===== src/core/sci_pkg.sv =====
/*
  Shared definitions for the sweep command interpreter: register
  indices and fields, reply codes, limits, stream and measurement
  carriers, and small helper functions.
  Assumes an APB master with 32-bit data and 8-bit byte addresses.
*/
package sci_pkg;

  // ****************************************************
  // register indices (byte address is index times four)
  // ****************************************************
  localparam logic [3:0] R_CTRL = 4'h0;
  localparam logic [3:0] R_STAT = 4'h1;
  localparam logic [3:0] R_START = 4'h2;
  localparam logic [3:0] R_STOP = 4'h3;
  localparam logic [3:0] R_STEP = 4'h4;
  localparam logic [3:0] R_DET0 = 4'h5;
  localparam logic [3:0] R_DET1 = 4'h6;
  localparam logic [3:0] R_HOLD = 4'h7;
  localparam logic [3:0] R_RBW = 4'h8;
  localparam logic [3:0] R_MATT = 4'h9;
  localparam logic [3:0] R_PAMP = 4'hA;
  localparam logic [3:0] R_PSEL = 4'hB;
  localparam logic [3:0] R_SHOLD = 4'hC;
  localparam logic [3:0] R_LIM = 4'hD;
  localparam logic [3:0] R_BWM = 4'hE;
  localparam logic [3:0] R_LAST = 4'hE;

  // ****************************************************
  // field positions
  // ****************************************************
  localparam int C_GO = 0;
  localparam int C_ABORT = 1;
  localparam int S_BUSY = 0;
  localparam int S_CODE = 8;
  localparam int L_LIMIT = 0;
  localparam int L_TAB = 8;
  localparam int L_MAXATT = 16;
  localparam int BWM_QP = 16;

  // ****************************************************
  // reply codes and limits
  // ****************************************************
  localparam logic [7:0] E_OK = 8'h00;
  localparam logic [7:0] E_FREQ = 8'h01;
  localparam logic [7:0] E_STEP = 8'h02;
  localparam logic [7:0] E_DET = 8'h03;
  localparam logic [7:0] E_HOLD = 8'h04;
  localparam logic [7:0] E_RBW = 8'h05;
  localparam logic [7:0] E_ATT = 8'h06;
  localparam logic [7:0] E_PAMP = 8'h07;
  localparam logic [7:0] E_PSEL = 8'h08;
  localparam logic [7:0] E_STEP20 = 8'h14;
  localparam logic [7:0] E_GEN = 8'h65;
  localparam logic [7:0] E_RF = 8'h67;
  localparam logic [31:0] FREQ_MIN_HZ = 32'h0000000A;
  localparam logic [31:0] FREQ_MAX_HZ = 32'hB2D05E00;
  localparam logic [31:0] COND_MAX_HZ = 32'h01C9C380;
  localparam logic [31:0] STEP_MIN_HZ = 32'h0000000A;
  localparam logic [31:0] HOLD_MAX_MS = 32'h00007530;
  localparam logic [31:0] ATT_STEP_DB = 32'h00000005;
  localparam logic [7:0] TAB_MIN = 8'h02;
  localparam logic [15:0] NO_LEVEL = 16'hC000;
  localparam logic [4:0] HDR_LAST = 5'h1F;
  localparam logic [4:0] HDR_FLT = 5'h04;
  localparam logic [2:0] DET_LAST = 3'h5;

  // ****************************************************
  // carriers
  // ****************************************************
  typedef enum logic [2:0] {
    K_RPL = 3'h0, K_HDR = 3'h1, K_DAT = 3'h2, K_END = 3'h3, K_ABT = 3'h4
  } sci_kind_t;
  typedef enum logic [1:0] {
    PA_OFF = 2'h0, PA_LD = 2'h1, PA_LN = 2'h2
  } sci_pamp_t;
  typedef struct packed {
    sci_kind_t kind;
    logic [7:0] data;
  } sci_tx_t;
  // det bits in output order: peak,qpeak,rms,avg,crms,cavg
  typedef struct packed {
    logic [31:0] freq;
    logic [5:0] det;
    logic smart;
    logic [31:0] hold_ms;
    logic [31:0] scan_hold_ms;
    logic [3:0] rbw;
    logic [7:0] min_att;
    logic att_auto;
    sci_pamp_t pamp;
    logic presel;
  } sci_meas_cfg_t;
  typedef struct packed {
    logic [5:0] taken;
    logic [95:0] val;
  } sci_meas_res_t;

  // ****************************************************
  // helpers
  // ****************************************************
  function automatic logic [7:0] sci_up(input logic [7:0] c);
    sci_up = (c >= 8'h61 && c <= 8'h7A) ? c - 8'h20 : c;
  endfunction

  // step chosen by the device for bandwidth indices 0 to 7; zero for the rest
  function automatic logic [31:0] sci_auto_step(input logic [3:0] r);
    case (r)
      4'h0: sci_auto_step = 32'h0000000A;
      4'h1: sci_auto_step = 32'h00000032;
      4'h2: sci_auto_step = 32'h00000064;
      4'h3: sci_auto_step = 32'h000001F4;
      4'h4: sci_auto_step = 32'h000003E8;
      4'h5: sci_auto_step = 32'h00001388;
      4'h6: sci_auto_step = 32'h00002710;
      4'h7: sci_auto_step = 32'h0000C350;
      default: sci_auto_step = 32'h00000000;
    endcase
  endfunction

  // unsigned integer to single float, truncating
  function automatic logic [31:0] sci_f32(input logic [31:0] v);
    logic [4:0] p;
    logic [31:0] m;
    p = 5'h00;
    for (int i = 0; i < 32; i++) begin
      if (v[i]) p = 5'(i);
    end
    m = (p > 5'h17) ? v >> (p - 5'h17) : v << (5'h17 - p);
    sci_f32 = (v == 32'h00000000) ? 32'h00000000 :
              {1'b0, 8'(p) + 8'h7F, m[22:0]};
  endfunction

endpackage


===== src/core/sci_top.sv =====
/*
  Sweep command interpreter: APB register file holding the parsed
  sweep-setup command, parameter checker, sweep sequencer and byte
  stream of reply, header, detector values and end tokens.
  Assumes a measurement path that answers each step request with a
  one-cycle done pulse, and a byte sink with valid/ready.
*/

module sci_top (
  input wire logic REF_CLK, // 100 MHz clock
  input wire logic RST_N, // async reset, low
  input wire logic PSEL, // apb select
  input wire logic PENABLE, // apb access phase
  input wire logic PWRITE, // apb direction
  input wire logic [7:0] PADDR, // apb byte address
  input wire logic [31:0] PWDATA, // apb write data
  output logic [31:0] PRDATA, // apb read data
  output logic PREADY, // apb ready
  output logic PSLVERR, // apb error
  input wire logic RF_READY, // radiated module ready
  output logic MEAS_REQ, // step request
  output sci_pkg::sci_meas_cfg_t MEAS_CFG, // step settings
  input wire logic MEAS_DONE, // step done pulse
  input wire sci_pkg::sci_meas_res_t MEAS_RES, // step values
  output logic TX_VALID, // stream byte valid
  input wire logic TX_READY, // stream sink ready
  output sci_pkg::sci_tx_t TX // stream token
);
  import sci_pkg::*;

  // ****************************************************
  // declarations
  // ****************************************************
  typedef enum logic [7:0] {
    ST_IDLE = 8'b00000001, ST_CHK = 8'b00000010, ST_RPL = 8'b00000100,
    ST_HDR = 8'b00001000, ST_REQ = 8'b00010000, ST_SND = 8'b00100000,
    ST_END = 8'b01000000, ST_ABT = 8'b10000000
  } sci_st_t;
  sci_st_t st;
  logic [31:0] regs [0:15];
  logic [3:0] idx;
  logic acc, wr, bad_addr, go, abort, sweeping, can_tx, hi;
  logic [7:0] code, chk;
  logic [4:0] bcnt;
  logic [2:0] di;
  logic [31:0] step, step_f, f_cur;
  logic [32:0] nf;
  logic [63:0] dstr;
  logic [5:0] mk, sel;
  logic smart, dbad, done, qp;
  logic [7:0] c;
  sci_meas_res_t res;
  sci_meas_cfg_t cfg;

  // ****************************************************
  // apb slave, zero wait states
  // ****************************************************
  assign idx = PADDR[5:2];
  assign acc = PSEL && PENABLE;
  assign bad_addr = (PADDR[7:6] != 2'h0) || (idx > R_LAST);
  assign wr = acc && PWRITE && !bad_addr;
  assign PREADY = 1'b1;
  assign PSLVERR = acc && bad_addr;
  assign go = wr && idx == R_CTRL && PWDATA[C_GO];
  assign abort = wr && idx == R_CTRL && PWDATA[C_ABORT];
  assign sweeping = st inside {ST_HDR, ST_REQ, ST_SND, ST_END};

  // parameter registers; control reads zero, status is live
  always_ff @(posedge REF_CLK or negedge RST_N) begin
    if (!RST_N) begin
      for (int i = 0; i < 16; i++) regs[i] <= 32'h00000000;
    end else if (wr && idx != R_CTRL && idx != R_STAT) begin
      regs[idx] <= PWDATA;
    end
  end

  always_comb begin
    PRDATA = 32'h00000000;
    if (acc && !PWRITE && !bad_addr) begin
      if (idx == R_STAT) begin
        PRDATA[S_BUSY] = st != ST_IDLE;
        PRDATA[S_CODE +: 8] = code;
      end else if (idx != R_CTRL) begin
        PRDATA = regs[idx];
      end
    end
  end

  // ****************************************************
  // parameter checker
  // ****************************************************
  assign dstr = {regs[R_DET1], regs[R_DET0]};
  assign step = sci_auto_step(regs[R_RBW][3:0]);
  // header float follows the accepted snapshot, not live registers
  assign step_f = sci_f32(sci_auto_step(cfg.rbw));

  // detector letters map to output-order bits
  always_comb begin
    mk = 6'h00;
    dbad = 1'b0;
    done = 1'b0;
    c = 8'h00;
    smart = sci_up(dstr[7:0]) == 8'h53;
    for (int i = 0; i < 8; i++) begin
      c = sci_up(dstr[8*i +: 8]);
      if (c == 8'h00) done = 1'b1;
      if (!done && !(smart && i == 0)) begin
        case (c)
          8'h50: begin
            mk[0] = 1'b1;
            dbad = dbad | smart;
          end
          8'h51: mk[1] = 1'b1;
          8'h52: mk[2] = 1'b1;
          8'h41: mk[3] = 1'b1;
          8'h4E: mk[4] = 1'b1;
          8'h43: mk[5] = 1'b1;
          default: dbad = 1'b1;
        endcase
      end
    end
    if (smart) begin
      mk[0] = 1'b1; // peak always taken in smart mode
      if (!regs[R_LIM][L_LIMIT] || mk[5:1] == 5'h00 ||
          $countones(mk[5:1]) > 1) dbad = 1'b1;
    end
    if (mk == 6'h00) dbad = 1'b1;
  end
  assign qp = mk[1];

  // first failing field wins, so exactly one reply
  always_comb begin
    chk = E_OK;
    if (regs[R_START] < FREQ_MIN_HZ || regs[R_STOP] > FREQ_MAX_HZ ||
        regs[R_START] > regs[R_STOP]) chk = E_FREQ;
    else if ((regs[R_STEP] != 32'h00000000 &&
              regs[R_STEP] < STEP_MIN_HZ) ||
             (regs[R_STEP] == 32'h00000000 &&
              regs[R_LIM][L_TAB +: 8] < TAB_MIN)) chk = E_STEP;
    else if (step < STEP_MIN_HZ) chk = E_STEP20;
    else if (dbad) chk = E_DET;
    else if ($signed(regs[R_HOLD]) < 0 ||
             regs[R_HOLD] > HOLD_MAX_MS) chk = E_HOLD;
    else if (regs[R_RBW] > 32'h0000000F ||
             !regs[R_BWM][regs[R_RBW][3:0]] ||
             (qp && !regs[R_BWM][BWM_QP + 32'(regs[R_RBW][3:0])]))
      chk = E_RBW;
    else if ($signed(regs[R_MATT]) < 0 ||
             regs[R_MATT] > 32'(regs[R_LIM][L_MAXATT +: 8]) ||
             regs[R_MATT] % ATT_STEP_DB != 32'h00000000)
      chk = E_ATT;
    else if (!(pamp_ok(regs[R_PAMP], 24'h004E4F) ||
               pamp_ok(regs[R_PAMP], 24'h004E4C) ||
               pamp_ok(regs[R_PAMP], 24'h46464F)))
      chk = E_PAMP;
    else if (!(pamp_ok(regs[R_PSEL], 24'h004E4F) ||
               pamp_ok(regs[R_PSEL], 24'h46464F)))
      chk = E_PSEL;
    else if (regs[R_STOP] > COND_MAX_HZ && !RF_READY)
      chk = E_RF;
  end

  // case-free match of a zero-terminated string of up to three chars
  function automatic logic pamp_ok(input logic [31:0] s,
                                   input logic [23:0] w);
    pamp_ok = sci_up(s[7:0]) == w[7:0] && sci_up(s[15:8]) == w[15:8] &&
              sci_up(s[23:16]) == w[23:16] && s[31:24] == 8'h00;
  endfunction

  // ****************************************************
  // sequencer
  // ****************************************************
  assign can_tx = !TX_VALID || TX_READY;
  // step from the snapshot so bus writes mid-sweep cannot bend it
  assign nf = {1'b0, f_cur} + {1'b0, sci_auto_step(cfg.rbw)};

  // abort overrides every sweep state at once
  always_ff @(posedge REF_CLK or negedge RST_N) begin
    if (!RST_N) begin
      st <= ST_IDLE;
    end else if (abort && sweeping) begin
      st <= ST_ABT;
    end else begin
      unique case (st)
        ST_IDLE: if (go) st <= ST_CHK;
        ST_CHK: st <= ST_RPL;
        ST_RPL: if (can_tx) st <= (code == E_OK) ? ST_HDR : ST_IDLE;
        ST_HDR: if (can_tx && bcnt == HDR_LAST) st <= ST_REQ;
        ST_REQ: if (MEAS_DONE) st <= ST_SND;
        ST_SND: if (can_tx && (!sel[di] || hi) && di == DET_LAST)
          st <= (nf > {1'b0, cfg.freq}) ? ST_END : ST_REQ;
        ST_END: if (can_tx) st <= ST_IDLE;
        ST_ABT: if (can_tx) st <= ST_IDLE;
      endcase
    end
  end

  // reply code; a go during a sweep is flagged as generic fault
  // only once sweeping, so a pending reply is never overwritten
  always_ff @(posedge REF_CLK or negedge RST_N) begin
    if (!RST_N) code <= E_OK;
    else if (st == ST_CHK) code <= chk;
    else if (go && sweeping) code <= E_GEN;
  end

  // snapshot of checked settings, taken at every check; stop kept in freq field
  always_ff @(posedge REF_CLK or negedge RST_N) begin
    if (!RST_N) begin
      cfg <= '0;
      sel <= 6'h00;
    end else if (st == ST_CHK) begin
      cfg.freq <= regs[R_STOP];
      cfg.det <= mk;
      cfg.smart <= smart;
      cfg.hold_ms <= regs[R_HOLD];
      cfg.scan_hold_ms <= regs[R_SHOLD];
      cfg.rbw <= regs[R_RBW][3:0];
      cfg.min_att <= regs[R_MATT][7:0];
      cfg.att_auto <= 1'b1;
      cfg.pamp <= sci_up(regs[R_PAMP][7:0]) == 8'h4C ? PA_LN :
                  sci_up(regs[R_PAMP][15:8]) == 8'h4E ? PA_LD :
                  PA_OFF;
      cfg.presel <= sci_up(regs[R_PSEL][15:8]) == 8'h4E;
      sel <= mk;
    end
  end

  // step frequency walks from start to stop
  always_ff @(posedge REF_CLK or negedge RST_N) begin
    if (!RST_N) f_cur <= 32'h00000000;
    else if (st == ST_CHK) f_cur <= regs[R_START];
    else if (st == ST_SND && can_tx && (!sel[di] || hi) && di == DET_LAST)
      f_cur <= nf[31:0];
  end

  // header byte count and detector walk position
  always_ff @(posedge REF_CLK or negedge RST_N) begin
    if (!RST_N) begin
      bcnt <= 5'h00;
      di <= 3'h0;
      hi <= 1'b0;
    end else begin
      if (st != ST_HDR) bcnt <= 5'h00;
      else if (can_tx) bcnt <= bcnt + 5'h01;
      if (st != ST_SND) begin
        di <= 3'h0;
        hi <= 1'b0;
      end else if (can_tx) begin
        hi <= sel[di] && !hi;
        if (!sel[di] || hi) di <= di + 3'h1;
      end
    end
  end

  // values captured once per step
  always_ff @(posedge REF_CLK or negedge RST_N) begin
    if (!RST_N) res <= '0;
    else if (st == ST_REQ && MEAS_DONE) res <= MEAS_RES;
  end

  // ****************************************************
  // outputs
  // ****************************************************
  assign MEAS_REQ = st == ST_REQ;
  always_comb begin
    MEAS_CFG = cfg;
    MEAS_CFG.freq = f_cur;
  end

  // stream tokens, low byte first
  always_ff @(posedge REF_CLK or negedge RST_N) begin
    if (!RST_N) begin
      TX_VALID <= 1'b0;
      TX <= '0;
    end else if (can_tx) begin
      TX_VALID <= 1'b0;
      if (abort && sweeping) begin
        TX_VALID <= 1'b0;
      end else if (st == ST_RPL) begin
        TX_VALID <= 1'b1;
        TX <= '{K_RPL, code};
      end else if (st == ST_HDR) begin
        TX_VALID <= 1'b1;
        TX <= '{K_HDR, bcnt < HDR_FLT ?
                step_f[8*bcnt[1:0] +: 8] : 8'h00};
      end else if (st == ST_SND && sel[di]) begin
        TX_VALID <= 1'b1;
        TX <= '{K_DAT, res.taken[di] ? res.val[16*di + 8*hi +: 8] :
                NO_LEVEL[8*hi +: 8]};
      end else if (st == ST_END) begin
        TX_VALID <= 1'b1;
        TX <= '{K_END, 8'h00};
      end else if (st == ST_ABT) begin
        TX_VALID <= 1'b1;
        TX <= '{K_ABT, 8'h00};
      end
    end
  end
endmodule

===== config.mk =====
export PLATFORM = sky130hd
export DESIGN_NAME = sci_top
export DESIGN_NICKNAME = d
export VERILOG_FILES = /design/src/core/sci_pkg.sv /design/src/core/sci_top.sv
export SDC_FILE = /design/constraint.sdc
export NUM_CORES = 2
export LEC_CHECK = 0
export ABC_AREA = 1
export BUFFER_PORTS_ARGS = -buffer_cell sky130_fd_sc_hd__buf_2
export CAP_MARGIN = 30
export CORE_ASPECT_RATIO = 0.75
export CORE_MARGIN = 2
export CORE_UTILIZATION = 48
export CTS_BUF_LIST = sky130_fd_sc_hd__clkbuf_8
export DETAILED_ROUTE_END_ITERATION = 16
export GPL_TIMING_DRIVEN = 0
export PLACE_DENSITY_LB_ADDON = 0.25
export SLEW_MARGIN = 20
export SYNTH_ARGS = -nofsm -noshare
export SYNTH_HDL_FRONTEND = slang
export SYNTH_SLANG_ARGS = --single-unit

===== constraint.sdc =====
create_clock -name REF_CLK -period 11.8 [get_ports REF_CLK]
set_input_delay 0.59 -clock REF_CLK [delete_from_list [all_inputs] [get_ports REF_CLK]]
set_output_delay 0.59 -clock REF_CLK [all_outputs]
set_load 0.02 [all_outputs]

== Word-level counts from Yosys, hierarchy flattened ==
Memory sizes are Yosys's and may differ from the RTL's.
Index checks and enable logic that the tools add are counted.

* Reductions and logical operators: 125
* Divide/modulo/power cells: 1
* Bitwise gates (word level): 9
* Shift-type cells: 5
* Order comparisons: 50
* Mux-type cells: 200
* Equality and inequality tests: 79
* $add $sub $neg: 26

{| class="wikitable"
|+ Operator list
! operator !! count
|-
| 512-bit bitwise mux || 1
|-
| 8-bit by 7-bit == test with 1-bit output, second input constant || 59
|-
| 32-bit 2-to-1 mux || 10
|-
| 8-bit 2-to-1 mux || 26
|-
| 5-bit 2-to-1 mux || 32
|-
| 32-bit binary-select mux with 4-bit select || 1
|-
| 32-bit demux with 4-bit select || 1
|-
| 8-bit by 7-bit >= comparator with 1-bit output, second input constant || 14
|-
| 8-bit by 7-bit <= comparator with 1-bit output, second input constant || 14
|-
| 8-bit by 6-bit subtractor with 8-bit output, second input constant || 14
|-
| 8-bit zero test || 13
|-
| 32-bit by 4-bit < comparator with 1-bit output, second input constant || 3
|-
| 96-bit by 9-bit variable part select with 8-bit output || 1
|-
| 7-bit 2-to-1 mux || 12
|-
| 1-bit 2-to-1 mux || 83
|-
| 32-bit zero test || 2
|-
| 32-bit by 1-bit < comparator with 1-bit output, second input constant || 2
|-
| 32-bit nonzero test || 2
|-
| 1-bit logical AND || 57
|-
| 8-bit one-hot mux with 7 select lines || 1
|-
| 11-bit 2-to-1 mux || 5
|-
| 6-bit 2-to-1 mux || 8
|-
| 5-bit OR reduction || 8
|-
| 32-bit by 32-bit adder with 33-bit output || 1
|-
| 73 further kinds || 125
|}

* Logic and storage cells: 535
* Memory bits (read-only): 336
* Memories kept: 3
* Register bits: 802

{| class="wikitable"
|+ Memories
! memory !! depth !! width !! read ports !! clocked after memory_dff !! write ports !! line !! text
|-
| (name not given) || 8 || 14 || 1 || 0 || 0 || sci_pkg.sv:108 || <nowiki>case (r)</nowiki>
|-
| (name not given) || 8 || 14 || 1 || 0 || 0 || sci_pkg.sv:108 ||
|-
| (name not given) || 8 || 14 || 1 || 0 || 0 || sci_pkg.sv:108 ||
|}

== Depth between registers and ports, before layout ==
An unclocked memory read counts as a cell.

* Depth in word-level cells: 41
* Gate-level depth with buffers: 154
* Depth with buffers taken out: 153

== Worst setup path before layout ==
OpenSTA, ideal clock, no wires.

* Kind: register to register
* From: register regs[222] (netlist name)
* To: register code[2]
* Required time: 11.668 ns
* Slack: 1.860 ns
* Cell stages (with the launch flop): 132
* Arrival time: 9.807 ns
* Library setup time: 0.132 ns
* Cells stage by stage: dfrtp_1 -> buf_4 -> nor2_2 -> nand2_1 -> nand2_1 -> inv_2 -> nand2_1 -> nand2_1 -> nand2_2 -> inv_2 -> nand2_4 -> nand3_2 -> nand2_2 -> nand2_2 -> nand2_2 -> nand2_2 -> nand2_1 -> nand3_2 -> [... 96 more ...] -> inv_1 -> nand3_1 -> nand2_1 -> inv_1 -> ha_1 -> inv_1 -> nand3_2 -> nand2_4 -> nand3_2 -> nand2_1 -> nand2_1 -> clkinv_1 -> nand2_1 -> nor2_2 -> and3_1 -> nand3b_1 -> nand2_1 -> o211ai_1

* Word-level cells in the longest chain between the ends: 11

{| class="wikitable"
|+ RTL lines
! element !! line !! text
|-
| from (decl) || sci_top.sv:40 || <nowiki>logic [31:0] regs [0:15];</nowiki>
|-
| from (signal, indexed assignment) || sci_top.sv:73 || <nowiki>regs[idx] <= PWDATA;</nowiki>
|-
| 32-bit by 3-bit modulo with 32-bit output (tied with other cells) || sci_top.sv:150 || <nowiki>regs[R_MATT] % ATT_STEP_DB != 32'h00000000)</nowiki>
|-
| 32-bit nonzero test or 1-bit logical OR (tied branches) || sci_top.sv:150, sci_top.sv:148 ||
|-
| 1-bit logical OR * || sci_top.sv:149 || <nowiki>regs[R_MATT] > 32'(regs[R_LIM][L_MAXATT +: 8]) ||</nowiki>
|-
| 7-bit 2-to-1 mux * || sci_top.sv:148 || <nowiki>else if ($signed(regs[R_MATT]) < 0 ||</nowiki>
|-
| 7-bit 2-to-1 mux * || sci_top.sv:144 || <nowiki>else if (regs[R_RBW] > 32'h0000000F ||</nowiki>
|-
| 7-bit 2-to-1 mux * || sci_top.sv:142 || <nowiki>else if ($signed(regs[R_HOLD]) < 0 ||</nowiki>
|-
| 7-bit 2-to-1 mux * || sci_top.sv:141 || <nowiki>else if (dbad) chk = E_DET;</nowiki>
|-
| 7-bit 2-to-1 mux * || sci_top.sv:140 || <nowiki>else if (step < STEP_MIN_HZ) chk = E_STEP20;</nowiki>
|-
| 7-bit 2-to-1 mux * || sci_top.sv:136 || <nowiki>else if ((regs[R_STEP] != 32'h00000000 &&</nowiki>
|-
| 7-bit 2-to-1 mux * || sci_top.sv:134 || <nowiki>if (regs[R_START] < FREQ_MIN_HZ || regs[R_STOP] > FREQ_MAX_HZ ||</nowiki>
|-
| 8-bit 2-to-1 mux * || sci_top.sv:202 || <nowiki>else if (st == ST_CHK) code <= chk;</nowiki>
|-
| to (signal assigned) || sci_top.sv:202 ||
|-
| to (decl) || sci_top.sv:43 || <nowiki>logic [7:0] code, chk;</nowiki>
|}

Every way passes the cells marked *; elsewhere a longest branch is shown, timed or not.
A chain may end at the register's enable or synchronous reset.

== Worst setup path after layout ==
* From: register regs[222] (netlist name)
* To: register code[1]

Same word-level chain as after synthesis.

==> impl_results.md <==
- Syn nets: 5632
- Layout cells sized above 1: 17.2%
- Sequential element share of the synthesized area: 46.0%
- Dpl cell area: 46800 sq um
- Gr ovfl total: 0
- Vert. Die Dim: 264 microns
- Outcome: finished with violations
- Vias/cell: 5.94
- Drt total wl: 188000 microns
- CP Capture Type: flip-flop
- DIE AREA: 92700 sq um
- CP arrival: 12840 ps
- Pre-antenna DRT Iters: 8
- DRT antenna net count: 0
- Cell area after layout: 51600 sq um
- Crit-path max FO: 8
- Vias in the first global route: 40100
- Highest Clock Rate: 0.0827 GHz
- Failing checks: setup timing
- CP max stage cell: nand4_1
- Initial Util: 48.4%
- Critical Path RT: 12540 ps
- Worst Setup Path Type: flip-flop to flip-flop
- Site row count: 95
- Multi-input combinational cell area: 19900 sq um
- Endpoints failing hold: 0
- Iteration-0 DRC Markers: 5908
- DR DRC count: 0
- RSZ-0062 raised after global routing: true
- Most used DFF post-synth: dfrtp_1
- CTS root buf: clkbuf_8
- Worst-margin pin slew: 1210 ps
- GRT Total Usage: 40.0%
- Max clock buf depth: 3
- Clk_lat worst skew: 880 ps
- Initial antenna violation count: 15
- Cell Area, Synth: 43300 sq um
- Core area: 89500 sq um
- Relative slew slack: 19.5%
- Startpoint Class: flip-flop
- Hold Crit Class: input port to flip-flop
- Largest net degree at the start of global routing: 137
- Routed WL per cell: 25.8 microns
- Final Cycle Share: 103%
- Crit-path max cell delay: 430 ps
- Post-synth EDFFs: 0
- Synthesized flop and latch total: 796
- CTS HTree Levels: 4
- Hpwl dp: 140000 microns
- Endpoints failing setup: 1
- CTS tree: yes
- First-pass GRT wire length: 269000 microns
- Ys async rst share: 100%
- Final setup TNS: -297 ps
- Routed via count: 43300
- CTS Buf Count: 133
- Clock Sinks: 796
- Max_cap viols: 0
- Clock skew: 55.0 ps
- Setup ws final: -297 ps
- Io pins: 316
- Post-layout minimum cycle time: 12100 ps
- Register area: 19900 sq um
- Die Width: 351 microns
- CP dominant cell by count: nand2_4
- Netlist cell types: 66
- Max Slew Vio Count: 0
- Synth Warn #: 0
- Clk slew on worst S/H paths: 60 ps
- Port buffer count: 312
- Final Wtd Congestion: 1.05
- Filler Cells Inserted: 8241
- Area grow syn2layout: 19.0%
- Nets: 6248
- Post-Synthesis Cells: 5363
- Avg Cell Area, Syn: 8.08 sq um
synth_stat cells (52+ instances only):
| library cell | instances | area [sq um] |
|---|---|---|
| o22ai_1 | 60 | 375 |
| dfrtp_1 | 795 | 19900 |
| ha_1 | 117 | 1460 |
| o221ai_1 | 72 | 631 |
| nor3_1 | 79 | 395 |
| buf_4 | 90 | 676 |
| mux2_2 | 81 | 912 |
| o211ai_1 | 52 | 390 |
| nor4_1 | 52 | 325 |
| nand4_1 | 62 | 388 |
| nor2_1 | 242 | 908 |
| nand3_1 | 203 | 1020 |
| a22oi_1 | 126 | 946 |
| nand2_2 | 96 | 601 |
| a21oi_1 | 152 | 761 |
| nand2_1 | 1196 | 4490 |
| o21ai_0 | 722 | 3610 |
| inv_1 | 534 | 2000 |
| clkbuf_1 | 328 | 1230 |
final timing paths:
check / startpoint / end / slack [ps] / depth (start not counted)
max in group asynchronous: RST_N / regs[221] / 9330 / 5
worst min register to register: regs[28] / regs[28] / 460 / 1
worst max-delay path: regs[222] / code[1] / -300 / 134
min in group asynchronous: RST_N / f_cur[24] / 210 / 2
worst max register to register: regs[222] / code[1] / -300 / 134
worst min-delay path: PWDATA[18] / regs[82] / 40 / 3
what timing repair did:
| item | 4_1_cts | 5_1_grt |
|---|---|---|
| gates resized for setup | 0 | 168 |
| setup endpoints to repair | 0 | 5 |
| endpoints found under the hold margin | 153 | 0 |
| buffers inserted | 0 | 32 |
| hold buffers | 103 | 0 |
cell families after synthesis:
group / after synthesis / synth area share (%)
buffers and inverters: 1021 / 9.65
and+or+nand+nor: 1994 / 20.1
DFF: 796 / 46.0
muxes: 81 / 2.10
AOI/OAI and AO/OA: 1326 / 18.2
adders and majority gates: 119 / 3.47
xor gates and xnor gates: 25 / 0.505
other: 1 / 0.00865
worst max-delay path, delay by kind of cell (launching register included):
| family | cells | cell delay [ps] |
|---|---|---|
| buffers and inverters | 16 | 1030 |
| DFF | 1 | 370 |
| and+or+nand+nor | 116 | 10300 |
| AOI/OAI and AO/OA | 1 | 160 |
| adders and majority gates | 1 | 150 |
stage by stage:
step | instances | hold slack, ps | setup slack, ps | utilization [%]
final | 7296 | 44.4 | -297 | 57.6
after CTS | 7244 | 4.86 | 64.9 | 56.4
after global placement | 6887 | 440 | -7210 | 51.9
after floorplan | 5363 | 294 | 1860 | -
after detailed placement | 6911 | 448 | 136 | 52.3
after global routing | 7292 | 63.9 | -1130 | 57.6
flip-flops by register name (all words and copies together), names as in the netlist:
name,flops
regs,444
res,102
MEAS_CFG,87
dstr,64
cfg,32
f_cur,32
TX,11
st,8
code,6
bcnt,5
di,3
TX_VALID,1
hi,1
cell type report:
class / count / area share (%)
Inverter: 588 / 4.31
Tap cell: 1212 / 2.94
Clock buffer: 168 / 4.48
Multi-Input combinational cell: 3546 / 38.6
Sequential cell: 796 / 38.6
Clock inverter: 62 / 0.626
Timing Repair Buffer: 481 / 6.44
Antenna cell: 10 / 0.0485
Buffer: 433 / 3.89
routing by layer:
metal / wire length [microns] / share of wire, % / global-route usage [%] / vias up
met5: 25 / 0.013 / 0 / -
met1: 77700 / 41 / 55.8 / 21200
met3: 24200 / 13 / 14.0 / 445
met2: 78300 / 42 / 56.4 / 2492
met4: 8180 / 4.3 / 16.3 / 4
li1: - / - / - / 19200
cell usage in the layout (no fill, tap or decap), types with 12 or more instances in the layout:
cell	netlist	final
nand2_1	1196	1146
dfrtp_1	795	794
o21ai_0	722	722
inv_1	534	568
buf_2	0	313
clkbuf_1	328	301
nor2_1	242	242
nand3_1	203	182
clkbuf_8	0	168
a21oi_1	152	151
a22oi_1	126	126
buf_4	90	121
ha_1	117	116
dlygate4sd3_1	0	103
nand2_2	96	94
mux2_2	81	81
nor3_1	79	79
o221ai_1	72	72
nand2_4	12	64
nand4_1	62	62
o22ai_1	60	60
o211ai_1	52	52
nor4_1	52	52
inv_2	39	43
nand3_2	31	33
clkbuf_2	0	28
xor2_1	22	22
nand3_4	0	19
buf_6	1	18
a41oi_1	17	17
a221oi_1	14	14
buf_1	14	14
a31oi_1	13	13
clkinv_1	13	12
a211oi_1	12	12
Power is not shown: default switching activity piles up to over one toggle a cycle in this logic, so the estimate is an artifact.
